## config.mk

```make
export PLATFORM = sky130hd
export DESIGN_NAME = clf_lock_fault
export DESIGN_NICKNAME = d
export VERILOG_FILES = /design/src/clf_pkg.sv /design/src/clf_tick_div.sv /design/src/clf_lock_fault.sv
export SDC_FILE = /design/constraint.sdc
export NUM_CORES = 1
export LEC_CHECK = 0
export ABC_CLOCK_PERIOD_IN_PS = 4900
export BUFFER_PORTS_ARGS = -buffer_cell sky130_fd_sc_hd__clkbuf_2
export CAP_MARGIN = 20
export CORE_MARGIN = 5
export CORE_UTILIZATION = 50
export CTS_BUF_LIST = sky130_fd_sc_hd__clkbuf_8 sky130_fd_sc_hd__clkbuf_16
export DETAILED_ROUTE_END_ITERATION = 10
export PLACE_DENSITY_LB_ADDON = 0.25
export REMOVE_ABC_BUFFERS = 1
export SYNTH_ARGS = -nofsm -noshare
export SYNTH_HDL_FRONTEND = slang
export SYNTH_SLANG_ARGS = --single-unit
```

## constraint.sdc

```tcl
create_clock -name clk -period 4.9 [get_ports clk]
set_input_delay 0.98 -clock clk [delete_from_list [all_inputs] [get_ports clk]]
set_output_delay 0.98 -clock clk [all_outputs]
set_load 0.1 [all_outputs]
```

## src/clf_pkg.sv

```systemverilog
// Shared constants for the current-limit lock fault handler
package clf_pkg;

  // ----------------------------------------------------------------
  // Clock and time base
  // ----------------------------------------------------------------
  localparam int CLK_MHZ     = 100;
  localparam int TICK_US     = 100;
  localparam int TICK_CYCLES = TICK_US * CLK_MHZ;

  // ----------------------------------------------------------------
  // Field positions and reset values
  // ----------------------------------------------------------------
  localparam int         ACTION_MSB    = 17;
  localparam int         ACTION_LSB    = 15;
  localparam int         FILTER_MSB    = 14;
  localparam int         FILTER_LSB    = 11;
  localparam logic [2:0] ACTION_RESET  = 3'h0;
  localparam logic [3:0] FILTER_RESET  = 4'h0;

  // ----------------------------------------------------------------
  // Action codes
  // ----------------------------------------------------------------
  localparam logic [2:0] ACT_LATCH_TRI   = 3'h0;
  localparam logic [2:0] ACT_LATCH_LOW   = 3'h1;
  localparam logic [2:0] ACT_LATCH_HIGH  = 3'h2;
  localparam logic [2:0] ACT_RETRY_TRI   = 3'h3;
  localparam logic [2:0] ACT_RETRY_LOW   = 3'h4;
  localparam logic [2:0] ACT_RETRY_HIGH  = 3'h5;
  localparam logic [2:0] ACT_REPORT      = 3'h6;
  localparam logic [2:0] ACT_DISABLED    = 3'h7;

  // ----------------------------------------------------------------
  // Filter times in 0.1 ms ticks, code 0h to Fh (Fh repeats Eh)
  // ----------------------------------------------------------------
  localparam logic [12:0] FILTER_TICKS [16] = '{
    13'h0000, 13'h0001, 13'h0002, 13'h0005, 13'h000A, 13'h0019, 13'h0032, 13'h004B,
    13'h0064, 13'h00FA, 13'h01F4, 13'h02EE, 13'h03E8, 13'h07D0, 13'h1388, 13'h1388};

  typedef enum logic [1:0] {ST_RUN, ST_LATCH, ST_RETRY, ST_REPORT} clf_state_type;

endpackage

```

## src/clf_tick_div.sv

```systemverilog
// Restartable divider giving one-cycle 0.1 ms enable pulses
`timescale 1ns/1ns
module clf_tick_div #(
  parameter int CYCLES = clf_pkg::TICK_CYCLES
) (
  input  wire logic clk,
  input  wire logic resetn,
  input  wire logic restart,
  output logic      tick
);

  localparam int W = $clog2(CYCLES + 1);

  logic [W-1:0] count;
  logic [W-1:0] next_count;

  assign tick = (count == W'(CYCLES - 1)) && !restart;

  always_comb
  begin
    if (restart || tick)
      next_count = '0;
    else
      next_count = count + W'(1);
  end

  always_ff @(posedge clk)
  begin
    if (!resetn)
      count <= '0;
    else
      count <= next_count;
  end

endmodule // clf_tick_div

```

## src/clf_lock_fault.sv

```systemverilog
// Current-limit lock detection filter and fault reaction state machine
// What this block does
// - 3-bit action field, bits 17-15, reset 0h, selects lock reaction.
// - Code 0h: latch fault, assert fault pin, tristate gate driver.
// - Code 1h: latch fault, assert fault pin, brake on low sides.
// - Code 2h: latch fault, assert fault pin, brake on high sides.
// - Code 3h: tristate, fault pin, auto clear after wait, latch past limit.
// - Code 4h: low-side brake, fault pin, auto clear up to retry limit.
// - Code 5h: high-side brake, fault pin, auto clear, latch past limit.
// - Code 6h: report only on fault pin, gate driver untouched.
// - Code 7h: detection disabled, no fault and no gate action.
// - 4-bit filter field, bits 14-11, codes select none up to 500 ms.
`timescale 1ns/1ns
module clf_lock_fault #(
  parameter int TICK_CYCLES = clf_pkg::TICK_CYCLES
) (
  input  wire logic        clk,
  input  wire logic        resetn,
  input  wire logic [2:0]  lockAction,
  input  wire logic [3:0]  lockCurrentLimitFilterTime,
  input  wire logic [15:0] faultRetryWait,
  input  wire logic [3:0]  retryCountLimit,
  input  wire logic        overLimit,
  input  wire logic        faultClear,
  output logic             faultIndicatorN,
  output logic             gateTristate,
  output logic             lowSideBrake,
  output logic             highSideBrake,
  output logic             lockFault,
  output logic [3:0]       retryCount
);

  // ----------------------------------------------------------------
  // Time base
  // ----------------------------------------------------------------
  clf_pkg::clf_state_type state;
  clf_pkg::clf_state_type next_state;
  logic                   tick;
  logic                   restartTick;

  assign restartTick = (state != next_state) || (!overLimit && state != clf_pkg::ST_RETRY);

  clf_tick_div #(.CYCLES(TICK_CYCLES)) u_div (
    .clk     (clk),
    .resetn  (resetn),
    .restart (restartTick),
    .tick    (tick)
  );

  // ----------------------------------------------------------------
  // Filter
  // ----------------------------------------------------------------
  logic [12:0] filtCnt;
  logic [12:0] next_filtCnt;
  logic [12:0] filtTarget;
  logic        detect;

  assign filtTarget = clf_pkg::FILTER_TICKS[lockCurrentLimitFilterTime];
  assign detect     = overLimit && (filtCnt >= filtTarget) && state == clf_pkg::ST_RUN;

  always_comb
  begin
    if (!overLimit || state != clf_pkg::ST_RUN)
      next_filtCnt = '0;
    else if (tick && filtCnt < filtTarget)
      next_filtCnt = filtCnt + 13'h0001;
    else
      next_filtCnt = filtCnt;
  end

  // ----------------------------------------------------------------
  // Reaction state machine
  // ----------------------------------------------------------------
  logic [2:0]  actMode;
  logic [2:0]  next_actMode;
  logic [15:0] waitCnt;
  logic [15:0] next_waitCnt;
  logic [3:0]  next_retryCount;
  logic        next_faultIndicatorN;
  logic        next_gateTristate;
  logic        next_lowSideBrake;
  logic        next_highSideBrake;
  logic        next_lockFault;

  always_comb
  begin
    next_state      = state;
    next_actMode    = actMode;
    next_retryCount = retryCount;
    case (state)
      clf_pkg::ST_RUN:
      begin
        if (detect && lockAction != clf_pkg::ACT_DISABLED)
        begin
          next_actMode = lockAction;
          case (lockAction)
            clf_pkg::ACT_RETRY_TRI, clf_pkg::ACT_RETRY_LOW, clf_pkg::ACT_RETRY_HIGH:
            begin
              if (retryCount >= retryCountLimit)
                next_state = clf_pkg::ST_LATCH;
              else
              begin
                next_state      = clf_pkg::ST_RETRY;
                next_retryCount = retryCount + 4'h1;
              end
            end
            clf_pkg::ACT_REPORT:
              next_state = clf_pkg::ST_REPORT;
            default:
              next_state = clf_pkg::ST_LATCH;
          endcase
        end
      end
      clf_pkg::ST_RETRY:
      begin
        if (waitCnt >= faultRetryWait)
          next_state = clf_pkg::ST_RUN;
      end
      clf_pkg::ST_LATCH:
      begin
        if (faultClear)
        begin
          next_state      = clf_pkg::ST_RUN;
          next_retryCount = 4'h0;
        end
      end
      clf_pkg::ST_REPORT:
      begin
        if (!overLimit || lockAction == clf_pkg::ACT_DISABLED)
          next_state = clf_pkg::ST_RUN;
      end
      default:
        next_state = clf_pkg::ST_RUN;
    endcase
  end

  // Retry wait counter, apart from the state logic so the tick cannot loop back into it
  always_comb
  begin
    if (state != clf_pkg::ST_RETRY)
      next_waitCnt = '0;
    else if (tick && waitCnt < faultRetryWait)
      next_waitCnt = waitCnt + 16'h0001;
    else
      next_waitCnt = waitCnt;
  end

  // Pin levels follow the next state so they change with it
  always_comb
  begin
    next_faultIndicatorN = (next_state == clf_pkg::ST_RUN);
    next_lockFault       = (next_state == clf_pkg::ST_LATCH);
    next_gateTristate    = 1'b0;
    next_lowSideBrake    = 1'b0;
    next_highSideBrake   = 1'b0;
    if (next_state == clf_pkg::ST_LATCH || next_state == clf_pkg::ST_RETRY)
    begin
      case (next_actMode)
        clf_pkg::ACT_LATCH_TRI, clf_pkg::ACT_RETRY_TRI:
          next_gateTristate = 1'b1;
        clf_pkg::ACT_LATCH_LOW, clf_pkg::ACT_RETRY_LOW:
          next_lowSideBrake = 1'b1;
        clf_pkg::ACT_LATCH_HIGH, clf_pkg::ACT_RETRY_HIGH:
          next_highSideBrake = 1'b1;
        default:
          next_gateTristate = 1'b0;
      endcase
    end
  end

  always_ff @(posedge clk)
  begin
    if (!resetn)
    begin
      state           <= clf_pkg::ST_RUN;
      actMode         <= clf_pkg::ACTION_RESET;
      filtCnt         <= '0;
      waitCnt         <= '0;
      retryCount      <= 4'h0;
      faultIndicatorN <= 1'b1;
      gateTristate    <= 1'b0;
      lowSideBrake    <= 1'b0;
      highSideBrake   <= 1'b0;
      lockFault       <= 1'b0;
    end
    else
    begin
      state           <= next_state;
      actMode         <= next_actMode;
      filtCnt         <= next_filtCnt;
      waitCnt         <= next_waitCnt;
      retryCount      <= next_retryCount;
      faultIndicatorN <= next_faultIndicatorN;
      gateTristate    <= next_gateTristate;
      lowSideBrake    <= next_lowSideBrake;
      highSideBrake   <= next_highSideBrake;
      lockFault       <= next_lockFault;
    end
  end

  // ----------------------------------------------------------------
  // Assertions
  // ----------------------------------------------------------------
  property p_mode0;
    @(posedge clk) disable iff (!resetn)
    detect && lockAction == clf_pkg::ACT_LATCH_TRI |=> lockFault && gateTristate && !faultIndicatorN;
  endproperty
  a_mode0: assert property (p_mode0) else $error("code 0 did not latch tristate");

  property p_mode1;
    @(posedge clk) disable iff (!resetn)
    detect && lockAction == clf_pkg::ACT_LATCH_LOW |=> lockFault && lowSideBrake && !gateTristate;
  endproperty
  a_mode1: assert property (p_mode1) else $error("code 1 did not brake low");

  property p_mode2;
    @(posedge clk) disable iff (!resetn)
    detect && lockAction == clf_pkg::ACT_LATCH_HIGH |=> lockFault && highSideBrake && !lowSideBrake;
  endproperty
  a_mode2: assert property (p_mode2) else $error("code 2 did not brake high");

  property p_latchHolds;
    @(posedge clk) disable iff (!resetn)
    lockFault && !faultClear |=> lockFault && !faultIndicatorN;
  endproperty
  a_latchHolds: assert property (p_latchHolds) else $error("latched fault dropped");

  property p_retryEnd;
    @(posedge clk) disable iff (!resetn)
    state == clf_pkg::ST_RETRY && waitCnt >= faultRetryWait |=> faultIndicatorN && !gateTristate;
  endproperty
  a_retryEnd: assert property (p_retryEnd) else $error("retry wait did not release");

  property p_retryLow;
    @(posedge clk) disable iff (!resetn)
    detect && lockAction == clf_pkg::ACT_RETRY_LOW && retryCount < retryCountLimit
      |=> lowSideBrake && !lockFault && retryCount == $past(retryCount) + 4'h1;
  endproperty
  a_retryLow: assert property (p_retryLow) else $error("code 4 retry wrong");

  property p_retryHighLatch;
    @(posedge clk) disable iff (!resetn)
    detect && lockAction == clf_pkg::ACT_RETRY_HIGH && retryCount >= retryCountLimit
      |=> lockFault && highSideBrake;
  endproperty
  a_retryHighLatch: assert property (p_retryHighLatch) else $error("code 5 did not latch");

  property p_report;
    @(posedge clk) disable iff (!resetn)
    detect && lockAction == clf_pkg::ACT_REPORT
      |=> !faultIndicatorN && !gateTristate && !lowSideBrake && !highSideBrake;
  endproperty
  a_report: assert property (p_report) else $error("report mode touched gates");

  property p_disabled;
    @(posedge clk) disable iff (!resetn)
    state == clf_pkg::ST_RUN && lockAction == clf_pkg::ACT_DISABLED |=> faultIndicatorN;
  endproperty
  a_disabled: assert property (p_disabled) else $error("disabled mode raised fault");

  property p_noFilter;
    @(posedge clk) disable iff (!resetn)
    state == clf_pkg::ST_RUN && overLimit && lockCurrentLimitFilterTime == 4'h0 |-> detect;
  endproperty
  a_noFilter: assert property (p_noFilter) else $error("no-filter code delayed");

  property p_needsPersist;
    @(posedge clk) disable iff (!resetn)
    !overLimit |-> !detect ##1 filtCnt == 13'h0000;
  endproperty
  a_needsPersist: assert property (p_needsPersist) else $error("filter not restarted");

  c_latch:  cover property (@(posedge clk) disable iff (!resetn) $rose(lockFault));
  c_retry:  cover property (@(posedge clk) disable iff (!resetn)
    state == clf_pkg::ST_RETRY ##1 state == clf_pkg::ST_RUN);
  c_report: cover property (@(posedge clk) disable iff (!resetn) state == clf_pkg::ST_REPORT);

endmodule // clf_lock_fault

```

# ---- Yosys cells after proc, flatten, opt, wreduce, memory -nomap -nowiden
# Memories as Yosys holds them, arrays and structs flattened.
# Index checks and enable logic that the tools add are counted.
dict set report op_classes {
  addsub 4
  order_cmp 6
  eq_ne 23
  n_mux 19
  n_bitwise 2
  n_reduce_logical 28
}
# cell count
set op_table {}
lappend op_table {{two-way mux 13 bit} 2}
lappend op_table {{== test 3 bit (second input constant)} 6}
lappend op_table {{adder 16 x 1 -> 16 bit (second input constant)} 1}
lappend op_table {{>= comparator 16 bit} 1}
lappend op_table {{less-than comparator 16 bit} 1}
lappend op_table {{two-way mux 4 bit} 4}
lappend op_table {{adder 14 x 1 -> 14 bit (second input constant)} 1}
lappend op_table {{== test 14 bit (second input constant)} 1}
lappend op_table {{adder 13 x 1 -> 13 bit (second input constant)} 1}
lappend op_table {{>= comparator 13 bit} 1}
lappend op_table {{less-than comparator 13 bit} 1}
lappend op_table {{OR reduction 2 bit} 6}
lappend op_table {{two-way mux 2 bit} 5}
lappend op_table {{== test 3 x 2 -> 1 bit (second input constant)} 3}
lappend op_table {{one-hot mux 2 bit (4 select lines)} 1}
lappend op_table {{one-hot mux 4 bit (2 select lines)} 1}
lappend op_table {{logical AND 1 bit} 7}
lappend op_table {{== test 2 bit (second input constant)} 3}
lappend op_table {{two-way mux 3 bit} 2}
lappend op_table {{!= test 2 bit (second input constant)} 3}
lappend op_table {{>= comparator 5 bit (second input constant)} 1}
lappend op_table {{logical OR 1 bit} 5}
lappend op_table {{NOT 4 -> 5 bit} 1}
lappend op_table {{AND reduction 5 bit} 1}
lappend op_table {{16 further kinds} 23}
dict set report totals {
  ff_bits 57
  mem_bits_ro 208
  input_bits 31
  out_inout_bits 9
  elab_cells 94
  memories 1
}
# memory words word_bits read_ports rd_clocked_by_memory_dff wr line
set memory_table {}
lappend memory_table {{(no name shown)} 16 13 1 0 0 clf_lock_fault.sv:58} ;# assign filtTarget = clf_pkg::FILTER_TICKS[lockCurrentLimitFilterTime];

# ---- Logic depth before layout (Yosys ltp)
dict set report logic_depth {
  ltp_word 16
  mapped_depth 15
  depth_no_buf 15
}

# ---- Cells and area by module
# From an unflattened synthesis, not the netlist that was laid out.
dict set report hier_totals {
  hier_cells 475
  area_unflattened_um2 3896.2
}
# module n_inst cells_each area_per_inst_um2 seq_area_each_um2
set by_module_without_submodules {}
lappend by_module_without_submodules {clf_lock_fault 1 407 3255.6 860.8}
lappend by_module_without_submodules {clf_tick_div 1 68 640.6 280.3}

# ---- Worst setup path after synthesis
# Ideal clock, no wire load.
dict set report synth_timing {
  kind {input -> register}
  startpoint {in lockCurrentLimitFilterTime[3]}
  endpoint {reg filtCnt[10]}
  setup_time_ps 74
  t_arrival_ps 3856
  required_time_ps 4826
  slack_ps 970
  stages 13
  path_buffers 4
  cell_sequence {clkbuf_1 clkbuf_1 nand3_1 ha_1 and4b_1 and2_1 o21ai_0 a2111oi_2 or2_2 buf_2 clkbuf_1 o31ai_1 a21oi_1}
}
dict set report synth_between {
  elab_chain_len 15
  word_cells_on_any_way 16
  cone_classes {order compare (2); eq/ne (1); mux (4); bitwise (1); reduce/logical (7); memory (1)}
}
# element line
set synth_rtl {}
lappend synth_rtl {{from (decl)} clf_lock_fault.sv:20} ;# input wire logic [3:0] lockCurrentLimitFilterTime,
lappend synth_rtl {{NOT 4 -> 5 bit (not written as such) (*)} clf_lock_fault.sv:58}
lappend synth_rtl {{memory (16 x 13 bit) (*)} --}
lappend synth_rtl {{two-way mux 13 bit (not written as such) (*) (2 in series)} clf_lock_fault.sv:58}
lappend synth_rtl {{>= comparator 13 bit} clf_lock_fault.sv:59} ;# assign detect = overLimit && (filtCnt >= filtTarget) && state == clf_pkg::ST_RUN;
lappend synth_rtl {{logical AND 1 bit (2 in series)} clf_lock_fault.sv:59}
lappend synth_rtl {{logical AND 1 bit} clf_lock_fault.sv:93} ;# if (detect && lockAction != clf_pkg::ACT_DISABLED)
lappend synth_rtl {{two-way mux 2 bit} clf_lock_fault.sv:93}
lappend synth_rtl {{one-hot mux 2 bit (4 select lines)} clf_lock_fault.sv:90} ;# case (state)
lappend synth_rtl {{!= test 2 bit} clf_lock_fault.sv:41} ;# assign restartTick = (state != next_state) || (!overLimit && state != clf_pkg::ST_RETRY);
lappend synth_rtl {{logical OR 1 bit} clf_lock_fault.sv:41}
lappend synth_rtl {{zero test 1 bit} clf_tick_div.sv:17} ;# assign tick = (count == W'(CYCLES - 1)) && !restart;
lappend synth_rtl {{logical AND 1 bit} clf_tick_div.sv:17}
lappend synth_rtl {{logical AND 1 bit (*)} clf_lock_fault.sv:65} ;# else if (tick && filtCnt < filtTarget)
lappend synth_rtl {{to (signal assigned)} clf_lock_fault.sv:190} ;# filtCnt <= next_filtCnt;
lappend synth_rtl {{to (decl)} clf_lock_fault.sv:53} ;# logic [12:0] filtCnt;
# Every way passes the cells marked *; elsewhere a longest branch is shown, timed or not. The select of a mux whose other input is x is not followed.
# A chain may end at the register's enable or synchronous reset.

# ---- Final worst setup path
dict set report layout_timing {
  startpoint {in lockCurrentLimitFilterTime[1]}
  endpoint {reg filtCnt[10]}
}
# Same word-level chain as after synthesis.

==> results by group <==
Clock network
  – Num CTS Buffers: 9
  – Sink Count: 57
  – CTS root buf: clkbuf_8
  – Reg clk slew, reported paths: about 0.070 ns
  – CTS tree: done
  – Clk buf depth: 2
  – Latest clock arrival within the worst-skew pair: 0.34 ns
  – Post-CTS setup buffers: 0
  – Hold buffer count at CTS: 0
  – Number of H-tree levels: 3
  – # resized after CTS: 0

GRT
  – Largest net degree at the start of global routing: 35
  – Vias in the first global route: around 3400
  – First-pass GRT wire length: around 15 mm
  – Grt total ovfl: 0
  – GRT Total Usage: 0.1792
  – Antenna violations before repair: 0

Die
  – I/O pins: 40
  – Die area: approximately 10000 sq um
  – Die W: ~100 microns
  – Starting Density: 0.5207
  – Die Span Y: 100.2 microns
  – Core ar.: roughly 8000 sq um
  – Rows: 32

Drt
  – Drt via density: roughly 5.7
  – Wl on met1: roughly 4.0 mm
  – Antenna Nets Post-Route: 0
  – Remaining DRCs: 0
  – Via count: 3631
  – Initial DRC count: 222
  – Post-Route WL: about 8.6 mm
  – Drt first pass iters: 4
  – Wirelength per Cell: between 10 and 15 microns
  – Top Layer Used: met4
  – DR WL met2: 4.144 mm
  – DR WL met3: around 270 microns

Placed design
  – IO Port Bufs: 39
  – Gp weighted congestion: 0.8338
  – Dpl cell area: 4299 sq um
  – Hpwl dp: 6.426 mm
  – Cells after DPL: between 600 and 700

Layout
  – Filler instances: 763
  – Multi-input logic area: roughly 2700 sq um
  – N_diodes: 0
  – Reg area: 1141 sq um
  – Layout cells sized above 1: 0.1224
  – Final net count: ~600
  – Layout Cells excl Fill: about 630
  – Cell area after layout: around 4500 sq um
  – Leading cell type in the layout, fill and taps excluded: dfxtp_1
  – Commonest non-fill, non-tap cells in the layout: dfxtp_1 (57), ha_1 (45), nand2_1 (44)
  – P&R area growth vs syn: 10.25%

Critical path
  – CP Max Fanout: 33
  – CP Data Arrival Time: around 4.2 ns
  – CP Class: in2reg
  – Top delay family on crit path: simple AND/OR/NAND/NOR gates
  – CP bufs+invs: 3
  – Required @ worst endpoint: about 5.2 ns
  – CP cell instances: clkbuf_2 -> inv_1 -> ha_1 -> nand2b_1 -> a21o_1 -> ha_1 -> a21oi_1 -> o21ai_0 -> o21ai_0 -> a2111oi_2 -> buf_4 -> or2_2 -> or4_1 -> a21oi_1
  – CP peak stage delay: approximately 0.54 ns
  – Startpoint Class: primary input
  – Crit. path cell count: 14
  – Worst-case reg-to-reg path depth: 8
  – CP max stage cell: or4_1
  – Crit path capture type: flop

Timing
  – Peak Freq: about 260 MHz
  – RSZ-0062 raised after global routing: false
  – Fin crit share: 0.7942
  – Final Max Slew Viols: 0
  – Finish-stage setup viols: 0
  – Hold Violations, Final: 0
  – Fin Clk Skew: 0.009721 ns
  – Slew margin rel.: 0.3432
  – Worst-margin pin slew: between 0.9 and 1 ns
  – Crit path time final: ~4 ns
  – Fin Setup TNS: 0 ns

Worst hold path
  – WHS Path Cells: 1
  – HP Class: reg2reg

Synthesis
  – Register area share after synthesis: 0.2807
  – Yosys warns: 0
  – Synth area leaders: dfxtp_1 (28%), ha_1 (14%), mux2i_1 (4.2%), nand2_1 (4.1%), nor2_1 (3.4%)
  – Post-synth top area share: 0.2807
  – Mapped Area: between 4000 and 5000 sq um
  – Post-synth EDFFs: 0
  – Syn_area_per_cell: about 8 sq um
  – Asr flop ratio synth: 0
  – Seq cells post-synth: 57
  – Post-synthesis cell type count: between 50 and 60
  – Ys flop type: dfxtp_1
  – Cells after synthesis: ~500
  – Yosys top cell by area: dfxtp_1

Power and ir drop
  – Leakage: around 1.9 nW
  – Worst vdd ir: between 0.15 and 0.2 mV
  – Total power: ~0.95 mW
  – Power Density: 211.6 nW/um^2

Outcome
  – Run status: finished, final reports clean

Flow run
  – Max Cap Viol: 0
per-layer routing:
layer,vias up,GRT usage
met5,-,0
li1,1869,-
met1,1687,0.2239
met4,0,0.06528
met2,61,0.3017
met3,14,0.04031
cells in the mapped netlist, types with 12 or more instances:
cell,count
mux2i_1,17
o21ai_0,15
a21oi_1,26
nand2b_1,20
clkbuf_1,15
nor2b_1,12
dfxtp_1,57
inv_1,34
nand2_1,44
nand4_1,21
nand3_1,25
ha_1,45
nor2_1,37
per-stage QoR:
stage / hold slack, ns / worst slack, ns / util
global placement: 0.4415 / 0.8345 / 0.5506
detailed placement: 0.4625 / 0.7044 / 0.5506
finish: 0.4740 / 1.008 / 0.5740
CTS: 0.4806 / 1.057 / 0.5740
global route: 0.5172 / 0.7690 / 0.5740
floorplan: 0.4258 / 0.7450 / -
cell type report:
type	instances	area share
clock buffer	10	0.03071
timing repair buffer	41	0.04690
tap	102	0.02848
inverter	34	0.02848
sequential	57	0.2546
clock inverter	6	0.01005
multi-input combinational	383	0.6008
report_power, final:
group          switching (mW)  internal, mW  total (mW)
Combinational          0.0505        0.0321      0.0826
Sequential            0.00123         0.464       0.466
Clock                   0.203         0.198       0.400
final timing paths:
path                                        to  slack, ns                           from
worst max-delay path               filtCnt[10]       1.01  lockCurrentLimitFilterTime[1]
worst min-delay path            u_div.count[0]       0.47                 u_div.count[0]
worst max register to register  u_div.count[8]       1.63                    waitCnt[13]
worst min register to register  u_div.count[0]       0.47                 u_div.count[0]
cell families after synthesis:
logic type	Yosys count	synth area share
buffers and inverters	56	0.05694
AND/OR/NAND/NOR	210	0.2789
adder cells (fa/ha/maj)	45	0.1385
multiplexers	17	0.04186
AO/OA/AOI/OAI	96	0.1708
flip-flops	57	0.2807
XOR/XNOR	15	0.03232
registers in the layout, indices dropped and copies added (netlist names), 2 cells and up:
signal       flops
state            2
waitCnt         16
u_div.count     14
filtCnt         13
retryCount       4
actMode          3
No activity file was read; power rests on OpenSTA's default activity.
